===== src/verilog/spb_pkg.sv =====
// shared constants and types for the synchronous peripheral bus cycle
package spb_pkg;
  // timing base
  localparam int CLK_NS = 10;
  localparam int SYS_CLK_NS = 20;
  localparam int SYS_DIV = SYS_CLK_NS / CLK_NS;
  localparam int E_DIV = 10;
  localparam int E_LOW_SYS = 6;
  localparam int REC_WORST_SYS = 2;
  localparam int E_PERIOD = E_DIV * SYS_DIV;

  localparam int CNT_W = 5;
  typedef logic [CNT_W-1:0] spb_cnt_t;
  localparam spb_cnt_t CNT_LAST = spb_cnt_t'(E_PERIOD - 1);
  localparam spb_cnt_t CNT_E_RISE = spb_cnt_t'(E_LOW_SYS * SYS_DIV);
  localparam spb_cnt_t CNT_REC_LAST =
    spb_cnt_t'(E_LOW_SYS * SYS_DIV - REC_WORST_SYS * SYS_DIV - 1);
  localparam spb_cnt_t CNT_PRE_S5 = spb_cnt_t'(E_PERIOD - 3);

  // function codes and autovectoring
  localparam int FC_W = 3;
  localparam int LVL_W = 3;
  localparam logic [FC_W-1:0] FC_CPU_SPACE = 3'h7;
  localparam logic [7:0] AUTOVEC_BASE = 8'h18;

  typedef enum logic [3:0] {
    ST_IDLE, ST_S0, ST_S1, ST_S2, ST_S3, ST_S4,
    ST_WAIT, ST_S5, ST_S6, ST_S7, ST_S8
  } spb_state_e;
endpackage


===== src/verilog/spb_sync.sv =====
// two-stage synchroniser for pin inputs
module spb_sync #(
  parameter int W = 1,
  parameter logic [W-1:0] RST_VAL = '0
) (
  input wire logic clock,
  input wire logic sys_rst,
  input wire logic [W-1:0] din,
  output logic [W-1:0] dout
);
  logic [W-1:0] meta_r;
  logic [W-1:0] meta_nxt;
  logic [W-1:0] sync_r;
  logic [W-1:0] sync_nxt;

  if (W < 1) begin : g_chk
    $error("spb_sync: width must be at least one");
  end

  always_comb begin
    meta_nxt = din;
    sync_nxt = meta_r;
  end

  always_ff @(posedge clock) begin
    if (sys_rst) begin
      meta_r <= RST_VAL;
      sync_r <= RST_VAL;
    end else begin
      meta_r <= meta_nxt;
      sync_r <= sync_nxt;
    end
  end

  assign dout = sync_r;
endmodule


===== src/verilog/spb_ediv.sv =====
// free-running enable clock divider
module spb_ediv #(
  parameter int PERIOD = spb_pkg::E_PERIOD,
  parameter spb_pkg::spb_cnt_t RISE = spb_pkg::CNT_E_RISE
) (
  input wire logic clock,
  input wire logic sys_rst,
  output spb_pkg::spb_cnt_t cnt,
  output logic e_clk
);
  spb_pkg::spb_cnt_t cnt_r;
  spb_pkg::spb_cnt_t cnt_nxt;
  logic e_r;
  logic e_nxt;

  if (PERIOD < 2 || PERIOD > (1 << spb_pkg::CNT_W) || int'(RISE) >= PERIOD) begin : g_chk
    $error("spb_ediv: period or rise point out of range");
  end

  always_comb begin
    cnt_nxt = (cnt_r == spb_cnt_last()) ? '0 : cnt_r + 1'b1;
    e_nxt = (cnt_nxt >= RISE);
  end

  function automatic spb_pkg::spb_cnt_t spb_cnt_last();
    spb_cnt_last = spb_pkg::spb_cnt_t'(PERIOD - 1);
  endfunction

  always_ff @(posedge clock) begin
    if (sys_rst) begin
      cnt_r <= '0;
      e_r <= 1'b0;
    end else begin
      cnt_r <= cnt_nxt;
      e_r <= e_nxt;
    end
  end

  assign cnt = cnt_r;
  assign e_clk = e_r;
endmodule


===== src/verilog/spb_core.sv =====
// synchronous peripheral bus cycle engine with enable clock
// Notes on behaviour
// - enable clock is system clock over ten
// - enable low six clocks, high four
// - state 0: address floats, function code driven
// - address in S1; strobe, read strobes/write in S2
// - write: data in S3, strobes in S4
// - wait states until peripheral request sampled
// - after recognition, select asserted while enable low, held through S7
// - earliest recognition at end of S4
// - recognition at least two clocks before rise, else next pulse
// - read data latched in state 6
// - S7 strobes drop with enable; then float
// - interrupt acknowledge completes with autovector 25-31
module spb_core #(
  parameter int ADDR_W = 23,
  parameter int DATA_W = 16
) (
  input wire logic clock,
  input wire logic sys_rst,
  input wire logic req_valid,
  input wire logic req_write,
  input wire logic req_iack,
  input wire logic [spb_pkg::FC_W-1:0] req_fc,
  input wire logic [ADDR_W-1:0] req_addr,
  input wire logic [DATA_W-1:0] req_wdata,
  input wire logic req_upper,
  input wire logic req_lower,
  input wire logic [spb_pkg::LVL_W-1:0] req_level,
  output logic req_ready,
  output logic done,
  output logic [DATA_W-1:0] rdata,
  output logic [7:0] autovector,
  output logic [ADDR_W-1:0] addr_o,
  output logic addr_oe,
  output logic [DATA_W-1:0] data_o,
  output logic data_oe,
  input wire logic [DATA_W-1:0] data_i,
  output logic [spb_pkg::FC_W-1:0] fc_o,
  output logic addr_valid_strobe_n,
  output logic upper_byte_strobe_n,
  output logic lower_byte_strobe_n,
  output logic read_write,
  input wire logic sync_peripheral_request_n,
  output logic valid_peripheral_select_n,
  output logic e_clk
);
  if (ADDR_W <= spb_pkg::LVL_W || DATA_W < 8) begin : g_chk
    $error("spb_core: address or data width too small");
  end

  ////////////////////////////////////////////////////////////////////////
  // enable clock and pin synchronisers

  spb_pkg::spb_cnt_t cnt;
  logic spr_s_n;
  logic [DATA_W-1:0] data_s;

  spb_ediv u_ediv (
    .clock(clock),
    .sys_rst(sys_rst),
    .cnt(cnt),
    .e_clk(e_clk)
  );

  spb_sync #(.W(1), .RST_VAL(1'b1)) u_spr_sync (
    .clock(clock),
    .sys_rst(sys_rst),
    .din(sync_peripheral_request_n),
    .dout(spr_s_n)
  );

  spb_sync #(.W(DATA_W), .RST_VAL('0)) u_data_sync (
    .clock(clock),
    .sys_rst(sys_rst),
    .din(data_i),
    .dout(data_s)
  );

  ////////////////////////////////////////////////////////////////////////
  // cycle state and latched request

  spb_pkg::spb_state_e state_r, state_nxt;
  logic rec_r, rec_nxt;
  logic commit_r, commit_nxt;
  logic wr_r, wr_nxt;
  logic iack_r, iack_nxt;
  logic ub_r, ub_nxt;
  logic lb_r, lb_nxt;
  logic [spb_pkg::LVL_W-1:0] lvl_r, lvl_nxt;
  logic [ADDR_W-1:0] addr_r, addr_nxt;
  logic [DATA_W-1:0] wdata_r, wdata_nxt;
  logic [spb_pkg::FC_W-1:0] fc_r, fc_nxt;
  logic take;
  logic recog;

  always_comb begin
    state_nxt = state_r;
    rec_nxt = rec_r;
    commit_nxt = commit_r;
    wr_nxt = wr_r;
    iack_nxt = iack_r;
    ub_nxt = ub_r;
    lb_nxt = lb_r;
    lvl_nxt = lvl_r;
    addr_nxt = addr_r;
    wdata_nxt = wdata_r;
    fc_nxt = fc_r;
    take = req_ready && req_valid;
    // request sampled only at falling system clock edges from S4 on
    recog = cnt[0] && !spr_s_n
      && (state_r == spb_pkg::ST_S4 || state_r == spb_pkg::ST_WAIT);
    unique case (state_r)
      spb_pkg::ST_IDLE: begin
        if (take) begin
          state_nxt = spb_pkg::ST_S0;
          wr_nxt = req_write && !req_iack;
          iack_nxt = req_iack;
          ub_nxt = req_upper;
          lb_nxt = req_lower;
          lvl_nxt = req_level;
          wdata_nxt = req_wdata;
          fc_nxt = req_iack ? spb_pkg::FC_CPU_SPACE : req_fc;
          addr_nxt = req_iack ? {{(ADDR_W - spb_pkg::LVL_W){1'b1}}, req_level} : req_addr;
        end
      end
      spb_pkg::ST_S0: state_nxt = spb_pkg::ST_S1;
      spb_pkg::ST_S1: state_nxt = spb_pkg::ST_S2;
      spb_pkg::ST_S2: state_nxt = spb_pkg::ST_S3;
      spb_pkg::ST_S3: state_nxt = spb_pkg::ST_S4;
      spb_pkg::ST_S4: state_nxt = spb_pkg::ST_WAIT;
      spb_pkg::ST_WAIT: begin
        if (commit_r && cnt == spb_pkg::CNT_PRE_S5) begin
          state_nxt = spb_pkg::ST_S5;
        end
      end
      spb_pkg::ST_S5: state_nxt = spb_pkg::ST_S6;
      spb_pkg::ST_S6: state_nxt = spb_pkg::ST_S7;
      spb_pkg::ST_S7: state_nxt = spb_pkg::ST_S8;
      spb_pkg::ST_S8: state_nxt = spb_pkg::ST_IDLE;
    endcase
    if (state_nxt == spb_pkg::ST_IDLE) begin
      rec_nxt = 1'b0;
      commit_nxt = 1'b0;
    end else begin
      if (recog) begin
        rec_nxt = 1'b1;
      end
      // join this enable pulse only if at least two clocks remain
      if (rec_nxt && cnt <= spb_pkg::CNT_REC_LAST) begin
        commit_nxt = 1'b1;
      end
    end
  end

  always_ff @(posedge clock) begin
    if (sys_rst) begin
      state_r <= spb_pkg::ST_IDLE;
      rec_r <= 1'b0;
      commit_r <= 1'b0;
      wr_r <= 1'b0;
      iack_r <= 1'b0;
      ub_r <= 1'b0;
      lb_r <= 1'b0;
      lvl_r <= '0;
      addr_r <= '0;
      wdata_r <= '0;
      fc_r <= '0;
    end else begin
      state_r <= state_nxt;
      rec_r <= rec_nxt;
      commit_r <= commit_nxt;
      wr_r <= wr_nxt;
      iack_r <= iack_nxt;
      ub_r <= ub_nxt;
      lb_r <= lb_nxt;
      lvl_r <= lvl_nxt;
      addr_r <= addr_nxt;
      wdata_r <= wdata_nxt;
      fc_r <= fc_nxt;
    end
  end

  ////////////////////////////////////////////////////////////////////////
  // registered pin and user outputs, derived from the next state; read data and autovector from the current state

  logic ready_r, ready_nxt;
  logic done_r, done_nxt;
  logic [DATA_W-1:0] rdata_r, rdata_nxt;
  logic [7:0] avec_r, avec_nxt;
  logic aoe_r, aoe_nxt;
  logic doe_r, doe_nxt;
  logic [spb_pkg::FC_W-1:0] fco_r, fco_nxt;
  logic avs_n_r, avs_n_nxt;
  logic ustb_n_r, ustb_n_nxt;
  logic lstb_n_r, lstb_n_nxt;
  logic rw_r, rw_nxt;
  logic vps_n_r, vps_n_nxt;
  logic strb;

  always_comb begin
    // next count parity flips every cycle; start S0 on a high half
    ready_nxt = (state_nxt == spb_pkg::ST_IDLE) && cnt[0];
    done_nxt = (state_nxt == spb_pkg::ST_S8);
    fco_nxt = (state_nxt == spb_pkg::ST_IDLE) ? fco_r : fc_nxt;
    aoe_nxt = state_nxt inside {spb_pkg::ST_S1, spb_pkg::ST_S2, spb_pkg::ST_S3,
      spb_pkg::ST_S4, spb_pkg::ST_WAIT, spb_pkg::ST_S5, spb_pkg::ST_S6,
      spb_pkg::ST_S7};
    avs_n_nxt = !(state_nxt inside {spb_pkg::ST_S2, spb_pkg::ST_S3, spb_pkg::ST_S4,
      spb_pkg::ST_WAIT, spb_pkg::ST_S5, spb_pkg::ST_S6});
    if (wr_nxt) begin
      strb = state_nxt inside {spb_pkg::ST_S4, spb_pkg::ST_WAIT, spb_pkg::ST_S5,
        spb_pkg::ST_S6};
    end else begin
      strb = !avs_n_nxt;
    end
    ustb_n_nxt = !(strb && ub_nxt);
    lstb_n_nxt = !(strb && lb_nxt);
    rw_nxt = !(wr_nxt && aoe_nxt && state_nxt != spb_pkg::ST_S1);
    doe_nxt = wr_nxt && (state_nxt inside {spb_pkg::ST_S3, spb_pkg::ST_S4,
      spb_pkg::ST_WAIT, spb_pkg::ST_S5, spb_pkg::ST_S6, spb_pkg::ST_S7});
    vps_n_nxt = !(commit_nxt && (state_nxt inside {spb_pkg::ST_S4,
      spb_pkg::ST_WAIT, spb_pkg::ST_S5, spb_pkg::ST_S6, spb_pkg::ST_S7}));
    rdata_nxt = rdata_r;
    avec_nxt = avec_r;
    if (state_r == spb_pkg::ST_S6 && !wr_r) begin
      rdata_nxt = data_s;
      if (iack_r) begin
        avec_nxt = spb_pkg::AUTOVEC_BASE | {5'h00, lvl_r};
      end
    end
  end

  always_ff @(posedge clock) begin
    if (sys_rst) begin
      ready_r <= 1'b0;
      done_r <= 1'b0;
      rdata_r <= '0;
      avec_r <= '0;
      aoe_r <= 1'b0;
      doe_r <= 1'b0;
      fco_r <= '0;
      avs_n_r <= 1'b1;
      ustb_n_r <= 1'b1;
      lstb_n_r <= 1'b1;
      rw_r <= 1'b1;
      vps_n_r <= 1'b1;
    end else begin
      ready_r <= ready_nxt;
      done_r <= done_nxt;
      rdata_r <= rdata_nxt;
      avec_r <= avec_nxt;
      aoe_r <= aoe_nxt;
      doe_r <= doe_nxt;
      fco_r <= fco_nxt;
      avs_n_r <= avs_n_nxt;
      ustb_n_r <= ustb_n_nxt;
      lstb_n_r <= lstb_n_nxt;
      rw_r <= rw_nxt;
      vps_n_r <= vps_n_nxt;
    end
  end

  assign req_ready = ready_r;
  assign done = done_r;
  assign rdata = rdata_r;
  assign autovector = avec_r;
  assign addr_o = addr_r;
  assign addr_oe = aoe_r;
  assign data_o = wdata_r;
  assign data_oe = doe_r;
  assign fc_o = fco_r;
  assign addr_valid_strobe_n = avs_n_r;
  assign upper_byte_strobe_n = ustb_n_r;
  assign lower_byte_strobe_n = lstb_n_r;
  assign read_write = rw_r;
  assign valid_peripheral_select_n = vps_n_r;
endmodule


===== config.mk =====
export PLATFORM = sky130hd
export DESIGN_NAME = spb_core
export DESIGN_NICKNAME = d
export VERILOG_FILES = /design/src/verilog/spb_pkg.sv /design/src/verilog/spb_sync.sv /design/src/verilog/spb_ediv.sv /design/src/verilog/spb_core.sv
export SDC_FILE = /design/constraint.sdc
export NUM_CORES = 1
export LEC_CHECK = 0
export ABC_AREA = 1
export BUFFER_PORTS_ARGS = -buffer_cell sky130_fd_sc_hd__buf_4
export CORE_ASPECT_RATIO = 1.1
export CORE_MARGIN = 3
export CORE_UTILIZATION = 30
export CTS_CLUSTER_SIZE = 28
export DETAILED_ROUTE_END_ITERATION = 10
export GPL_ROUTABILITY_DRIVEN = 0
export SYNTH_ARGS = -nofsm -noshare
export SYNTH_HDL_FRONTEND = slang
export SYNTH_SLANG_ARGS = --single-unit

===== constraint.sdc =====
create_clock -name clock -period 3.35 [get_ports clock]
set_input_delay 1.005 -clock clock [delete_from_list [all_inputs] [get_ports clock]]
set_output_delay 1.005 -clock clock [all_outputs]
set_load 0.02 [all_outputs]

### After elaboration in Yosys (flattened, before gate mapping)

Index checks and enable logic that the tools add are counted.

* register bits: 127
* output and inout bits: 76
* word-level logic and storage cells: 106
* input bits: 69

* add/sub/neg operators: 1
* reduce and logical (&&, ||, !) cells: 33
* mux-type cells: 19
* order comparisons: 2
* equal/unequal tests: 22

Operators by type and width (number)
* one-hot mux 4 bit (11 select lines): 1
* == test 4 x 3 -> 1 bit (second input constant): 8
* == test 4 bit (second input constant): 6
* 2-to-1 mux 23 bit: 1
* == test 4 x 2 -> 1 bit (second input constant): 4
* logical AND 1 bit: 14
* nonzero test 6 bit: 2
* 2-to-1 mux 1 bit: 11
* == test 5 bit (second input constant): 2
* 2-to-1 mux 3 bit: 3
* logical NOT 1 bit: 8
* logical NOT 4 bit: 2
* 2-to-1 mux 4 bit: 2
* nonzero test 8 bit: 1
* adder 5 x 1 -> 5 bit (second input constant): 1
* >= comparator 5 x 4 -> 1 bit (second input constant): 1
* <= comparator 5 x 3 -> 1 bit (second input constant): 1
* 2-to-1 mux 5 bit: 1
* nonzero test 5 bit: 1
* == test 4 x 1 -> 1 bit (second input constant): 1
* != test 4 x 2 -> 1 bit (second input constant): 1
* AND reduction 2 bit: 2
* nonzero test 4 bit: 1
* OR reduction 2 bit: 1
* logical OR 1 bit: 1

### Depth between registers and ports, before layout

* word-level depth: 11
* mapped depth: 11
* gate-level depth less buffers: 11

### By module

From an unflattened synthesis, not the netlist that was laid out.

* cell total of the unflattened synthesis: 542
* area, all modules: 4594.4 um^2

Modules (own cells, without submodules)
* spb_core: sequential area each 1741.7 um^2, times used 1, area an instance 3355.7 um^2, cells an instance 402
* spb_sync (u_data_sync): sequential area each 640.6 um^2, times used 1, area an instance 914.6 um^2, cells an instance 99
* spb_ediv: sequential area each 120.1 um^2, times used 1, area an instance 265.3 um^2, cells an instance 34
* spb_sync (u_spr_sync): sequential area each 40.0 um^2, times used 1, area an instance 58.8 um^2, cells an instance 7

### Least setup slack after synthesis

Ideal clock, no wire load.

* path type: input port to flip-flop
* start point: in sys_rst
* end point: reg addr_r[17] (netlist: addr_o[17])
* buffers on the path: 3
* arrival: 1.932 ns
* setup time: 0.058 ns
* setup slack: 1.359 ns
* stages on the path: 5
* data required time: 3.292 ns
* cells stage by stage: clkbuf_1 -> inv_1 -> clkbuf_1 -> clkbuf_1 -> o221a_2

RTL lines
* start: declaration: line spb_core.sv:20 `input wire logic sys_rst,`
* end signal: assignment: line spb_core.sv:178 `addr_r <= addr_nxt;`
* end: declaration: line spb_core.sv:91 `logic [ADDR_W-1:0] addr_r, addr_nxt;`

No word-level cell between the ends.

### Worst setup path after layout

* start point: in req_valid
* end point: reg rw_r (netlist: read_write)

* word-level cells in the longest chain between the ends: 8
* elaborated cells on any way between the ends: 18
* classes of those cells: eq/ne (9); mux (4); reduce/logical (5)

RTL lines
* start: declaration: line spb_core.sv:21 `input wire logic req_valid,`
* logical AND 1 bit (*): line spb_core.sv:109 `take = req_ready && req_valid;`
* 2-to-1 mux 4 bit: line spb_core.sv:115 `if (take) begin`
* one-hot mux 4 bit (11 select lines): line spb_core.sv:113 `unique case (state_r)`
* == test 4 x 2 -> 1 bit (tied with other cells): line spb_core.sv:206 `aoe_nxt = state_nxt inside {spb_pkg::ST_S1, spb_pkg::ST_S2, spb_pkg::ST_S3,`
* nonzero test 8 bit: line spb_core.sv:206
* logical AND 1 bit: line spb_core.sv:219 `rw_nxt = !(wr_nxt && aoe_nxt && state_nxt != spb_pkg::ST_S1);`
* logical AND 1 bit (*): line spb_core.sv:219
* logical NOT 1 bit (*): line spb_core.sv:219
* end signal: assignment: line spb_core.sv:259 `rw_r <= rw_nxt;`
* end: declaration: line spb_core.sv:197 `logic rw_r, rw_nxt;`

Every way passes the cells marked *; elsewhere a longest branch is shown, timed or not.
A chain may end at the register's enable or synchronous reset.

==> results.sh <==
export IMPL_cts_resized=0
export IMPL_worst_pin_slew_ns=0.591
export IMPL_crit_path_max_incr_delay_ns=0.39
export IMPL_io_pins=145
export IMPL_synth_cell_types=35
export IMPL_clk_pin_slew_ns=0.06
export IMPL_drc=0
export IMPL_hp_class="reg2reg"
export IMPL_grt_use_met3_pct=4.73
export IMPL_yosysSeqAreaShare_pct=56.1
export IMPL_grt_met2_usage_pct=24.5
export IMPL_rsz0062_at_grt="false"
export IMPL_grt_busiest_layer="met2"
export IMPL_fin_cells=900
export IMPL_crit_required_ns=3.63
export IMPL_end_kind="register"
export IMPL_critical_path_startpoint_type="input pin"
export IMPL_drt_pass1_iter_count=4
export IMPL_placedCellCount=868
export IMPL_powerDensity_mw_per_mm2=688
export IMPL_synth_area_per_cell_um2=8.13
export IMPL_clockBufferDepth=2
export IMPL_ctsHtreeMaxLevel=4
export IMPL_core_mm2=0.0146
export IMPL_synth_cells=557
export IMPL_synth_fa_ha_area_share_pct=0.552
export IMPL_io_buffers=141
export IMPL_cp_slowest_cell="nor2_4"
export IMPL_rows=46
export IMPL_hold_viol_final=0
export IMPL_fmax_mhz=447
export IMPL_power_frac_comb_pct=17.3
export IMPL_synth_top_cell_by_area="dfxtp_1"
export IMPL_yosysTopAreaCellShare_pct=56.1
export IMPL_drt_vias_per_instance=4.43
export IMPL_fin_nets=766
export IMPL_post_cts_setup_buffers=0
export IMPL_drive_gt1_share_pct=28.7
export IMPL_vias=3984
export IMPL_p_sw_mw=1.18
export IMPL_crit_fanout=24
export IMPL_ir_drop_mv=0.348
export IMPL_yosys_warnings=0
export IMPL_ys_top_cells_by_area="dfxtp_1, nor2_1, inv_1, nand2_1, o21ai_0"
export IMPL_cts_hold_fix_buffers=0
export IMPL_grt_pass1_vias=4058
export IMPL_p_seq_share_pct=38.7
export IMPL_grt_use_total_pct=14.0
export IMPL_area_delta_synth_final_pct=40.2
export IMPL_setup_viol=0
export IMPL_grt_pass1_wl_um=18500
export IMPL_fill_cells=1480
export IMPL_synth_top_family_by_area="simple AND/OR/NAND/NOR gates"
export IMPL_wl_per_cell_um=12.7
export IMPL_yosys_area_share_xor_xnor_pct=0.387
export IMPL_final_antenna_net_count=0
export IMPL_final_util_pct=43.5
export IMPL_ys_seq_elements=127
export IMPL_intPower_mw=3.19
export IMPL_min_period_ns=2.23
export IMPL_drv_slew=0
export IMPL_clock_sinks=127
export IMPL_synth_mux_area_share_pct=0
export IMPL_drtIter0Drc=203
export IMPL_n_antenna_cell=0
export IMPL_finalClockSkew_ns=0.00699
export IMPL_numCtsBuffers=17
export IMPL_die_area_mm2=0.0166
export IMPL_maxSlewHeadroom_pct=60.5
export IMPL_p_leak_nw=3.10
export IMPL_wl_um=11400
export IMPL_grt_overflow_total=0
export IMPL_antenna_found_initial=0
export IMPL_synth_compound_area_share_pct=11.3
export IMPL_synth_simple_area_share_pct=22.2
export IMPL_die_x_um=123
export IMPL_setup_ws_ns=1.12
export IMPL_die_y_um=135
export IMPL_setup_tns_ns=0
export IMPL_grt_max_degree=41
export IMPL_root_buffer="clkbuf_16"
export IMPL_clock_latency_ns=0.41
export IMPL_power_share_clock_pct=44.0
export IMPL_max_cap_viol_count=0
export IMPL_status="complete, no violations"
export IMPL_cp_arrival_ns=2.52
export IMPL_grt_util_met1_pct=15.6
export IMPL_critical_path_class="in2reg"
export IMPL_netlist_area_mm2=0.00453
export IMPL_start_util_pct=31.0
export IMPL_dp_hpwl_um=8340
export IMPL_post_route_period_util_pct=66.7
export IMPL_swShare_pct=27.0
export IMPL_cts_tree="yes"
export IMPL_pre_cts_slack_ns=0.690
export IMPL_cp_cell_sequence="buf_4, nand2_1, nor2_4, nand2_2, o22ai_2, inv_1, nor2_2, nand3b_1"
synth_stat cells (all sizes together):
master and n:
a21oi 14, a22oi 2, a31oi 1, and2 1
and3 1, buf 15, clkbuf 16, conb 1
dfxtp 127, ha 2, inv 69, nand2 61
nand3 19, nand3b 1, nand4 5, nor2 151
nor3 3, o211a 1, o21ai 40, o221a 9
o22a 1, o22ai 13, or2 2, xor2 2
per-layer routing:
layer / share of wire, % / wire, um / vias to the layer above
met5: 0 / 0 / -
met4: 1.9 / 220 / 0
met3: 5.4 / 613 / 18
met2: 51 / 5890 / 99
met1: 41 / 4710 / 1847
li1: - / - / 2020
flip-flops by register name (all words and copies together) (netlist names), 3 cells and up:
| signal | count |
|---|---|
| rdata | 16 |
| fc_r | 3 |
| u_data_sync.meta_r | 16 |
| state_r | 4 |
| lvl_r | 3 |
| addr_o | 23 |
| fc_o | 3 |
| u_ediv.cnt | 5 |
| data_o | 16 |
| u_data_sync.dout | 16 |
| autovector | 4 |
metrics by stage:
stage | area [um2] | hold slack [ns] | total power [mW]
5_1_grt | 6350 | 0.428 | 4.59
3_3_place_gp | 5720 | 0.394 | 2.46
2_1_floorplan | 4540 | 0.388 | 2.20
4_1_cts | 6350 | 0.405 | 4.42
3_5_place_dp | 5720 | 0.395 | 2.48
6_report | 6350 | 0.403 | 4.37
critical path, delay by kind of cell:
kind | cells | cell delay [ns]
AND/OR/NAND/NOR | 5 | 1.10
buffers and inverters | 2 | 0.15
AO/OA/AOI/OAI | 1 | 0.25
power by group through the flow:
| stage | clock [mW] | sequential [mW] | combinational, mW |
|---|---|---|---|
| 2_1_floorplan | 0 | 1.78 | 0.418 |
| 3_3_place_gp | 0 | 1.72 | 0.743 |
| 3_5_place_dp | 0 | 1.72 | 0.757 |
| 4_1_cts | 1.97 | 1.69 | 0.763 |
| 5_1_grt | 2.04 | 1.70 | 0.849 |
| 6_report | 1.92 | 1.69 | 0.755 |
area by class of cell:
| type | count | area, um2 | share of cell area [%] |
|---|---|---|---|
| inverter | 69 | 259 | 4.08 |
| sequential | 127 | 2540 | 40.0 |
| tap | 192 | 240 | 3.78 |
| timing repair buffer | 148 | 1110 | 17.5 |
| clock buffer | 19 | 443 | 6.97 |
| multi-input combinational | 332 | 1570 | 24.7 |
| clock inverter | 13 | 188 | 2.95 |
layout by cell type (no fill, tap or decap), drive strengths merged, types with 3 or more instances in the layout:
cell        n
buf       148
clkinvlp    3
bufinv      4
a21oi      14
clkinv      5
nand3      19
o22ai      13
dfxtp     127
nor3        3
nand2      61
o221a       9
inv        70
clkbuf     19
o21ai      40
nor2      151
conb        3
nand4       5
worst paths after layout:
kind / start / cells past startpoint / slack, ns / endpoint
setup / recovery: req_valid / 8 / 1.12 / read_write
hold reg to reg: u_data_sync.meta_r[14] / 2 / 0.40 / u_data_sync.dout[14]
hold / removal: u_data_sync.meta_r[14] / 2 / 0.40 / u_data_sync.dout[14]
setup reg to reg: state_r[0] / 8 / 1.26 / read_write
kinds of logic (layout without fill, tap and decap cells):
group           Yosys count  count (layout)
fa+ha+maj                 2               2
simple gates            244             244
compound gates           81              81
buf+inv                 100             249
flops                   127             127
other cells               1               3
xor+xnor                  2               2
Note: power is estimated with default switching activity, not from simulation.
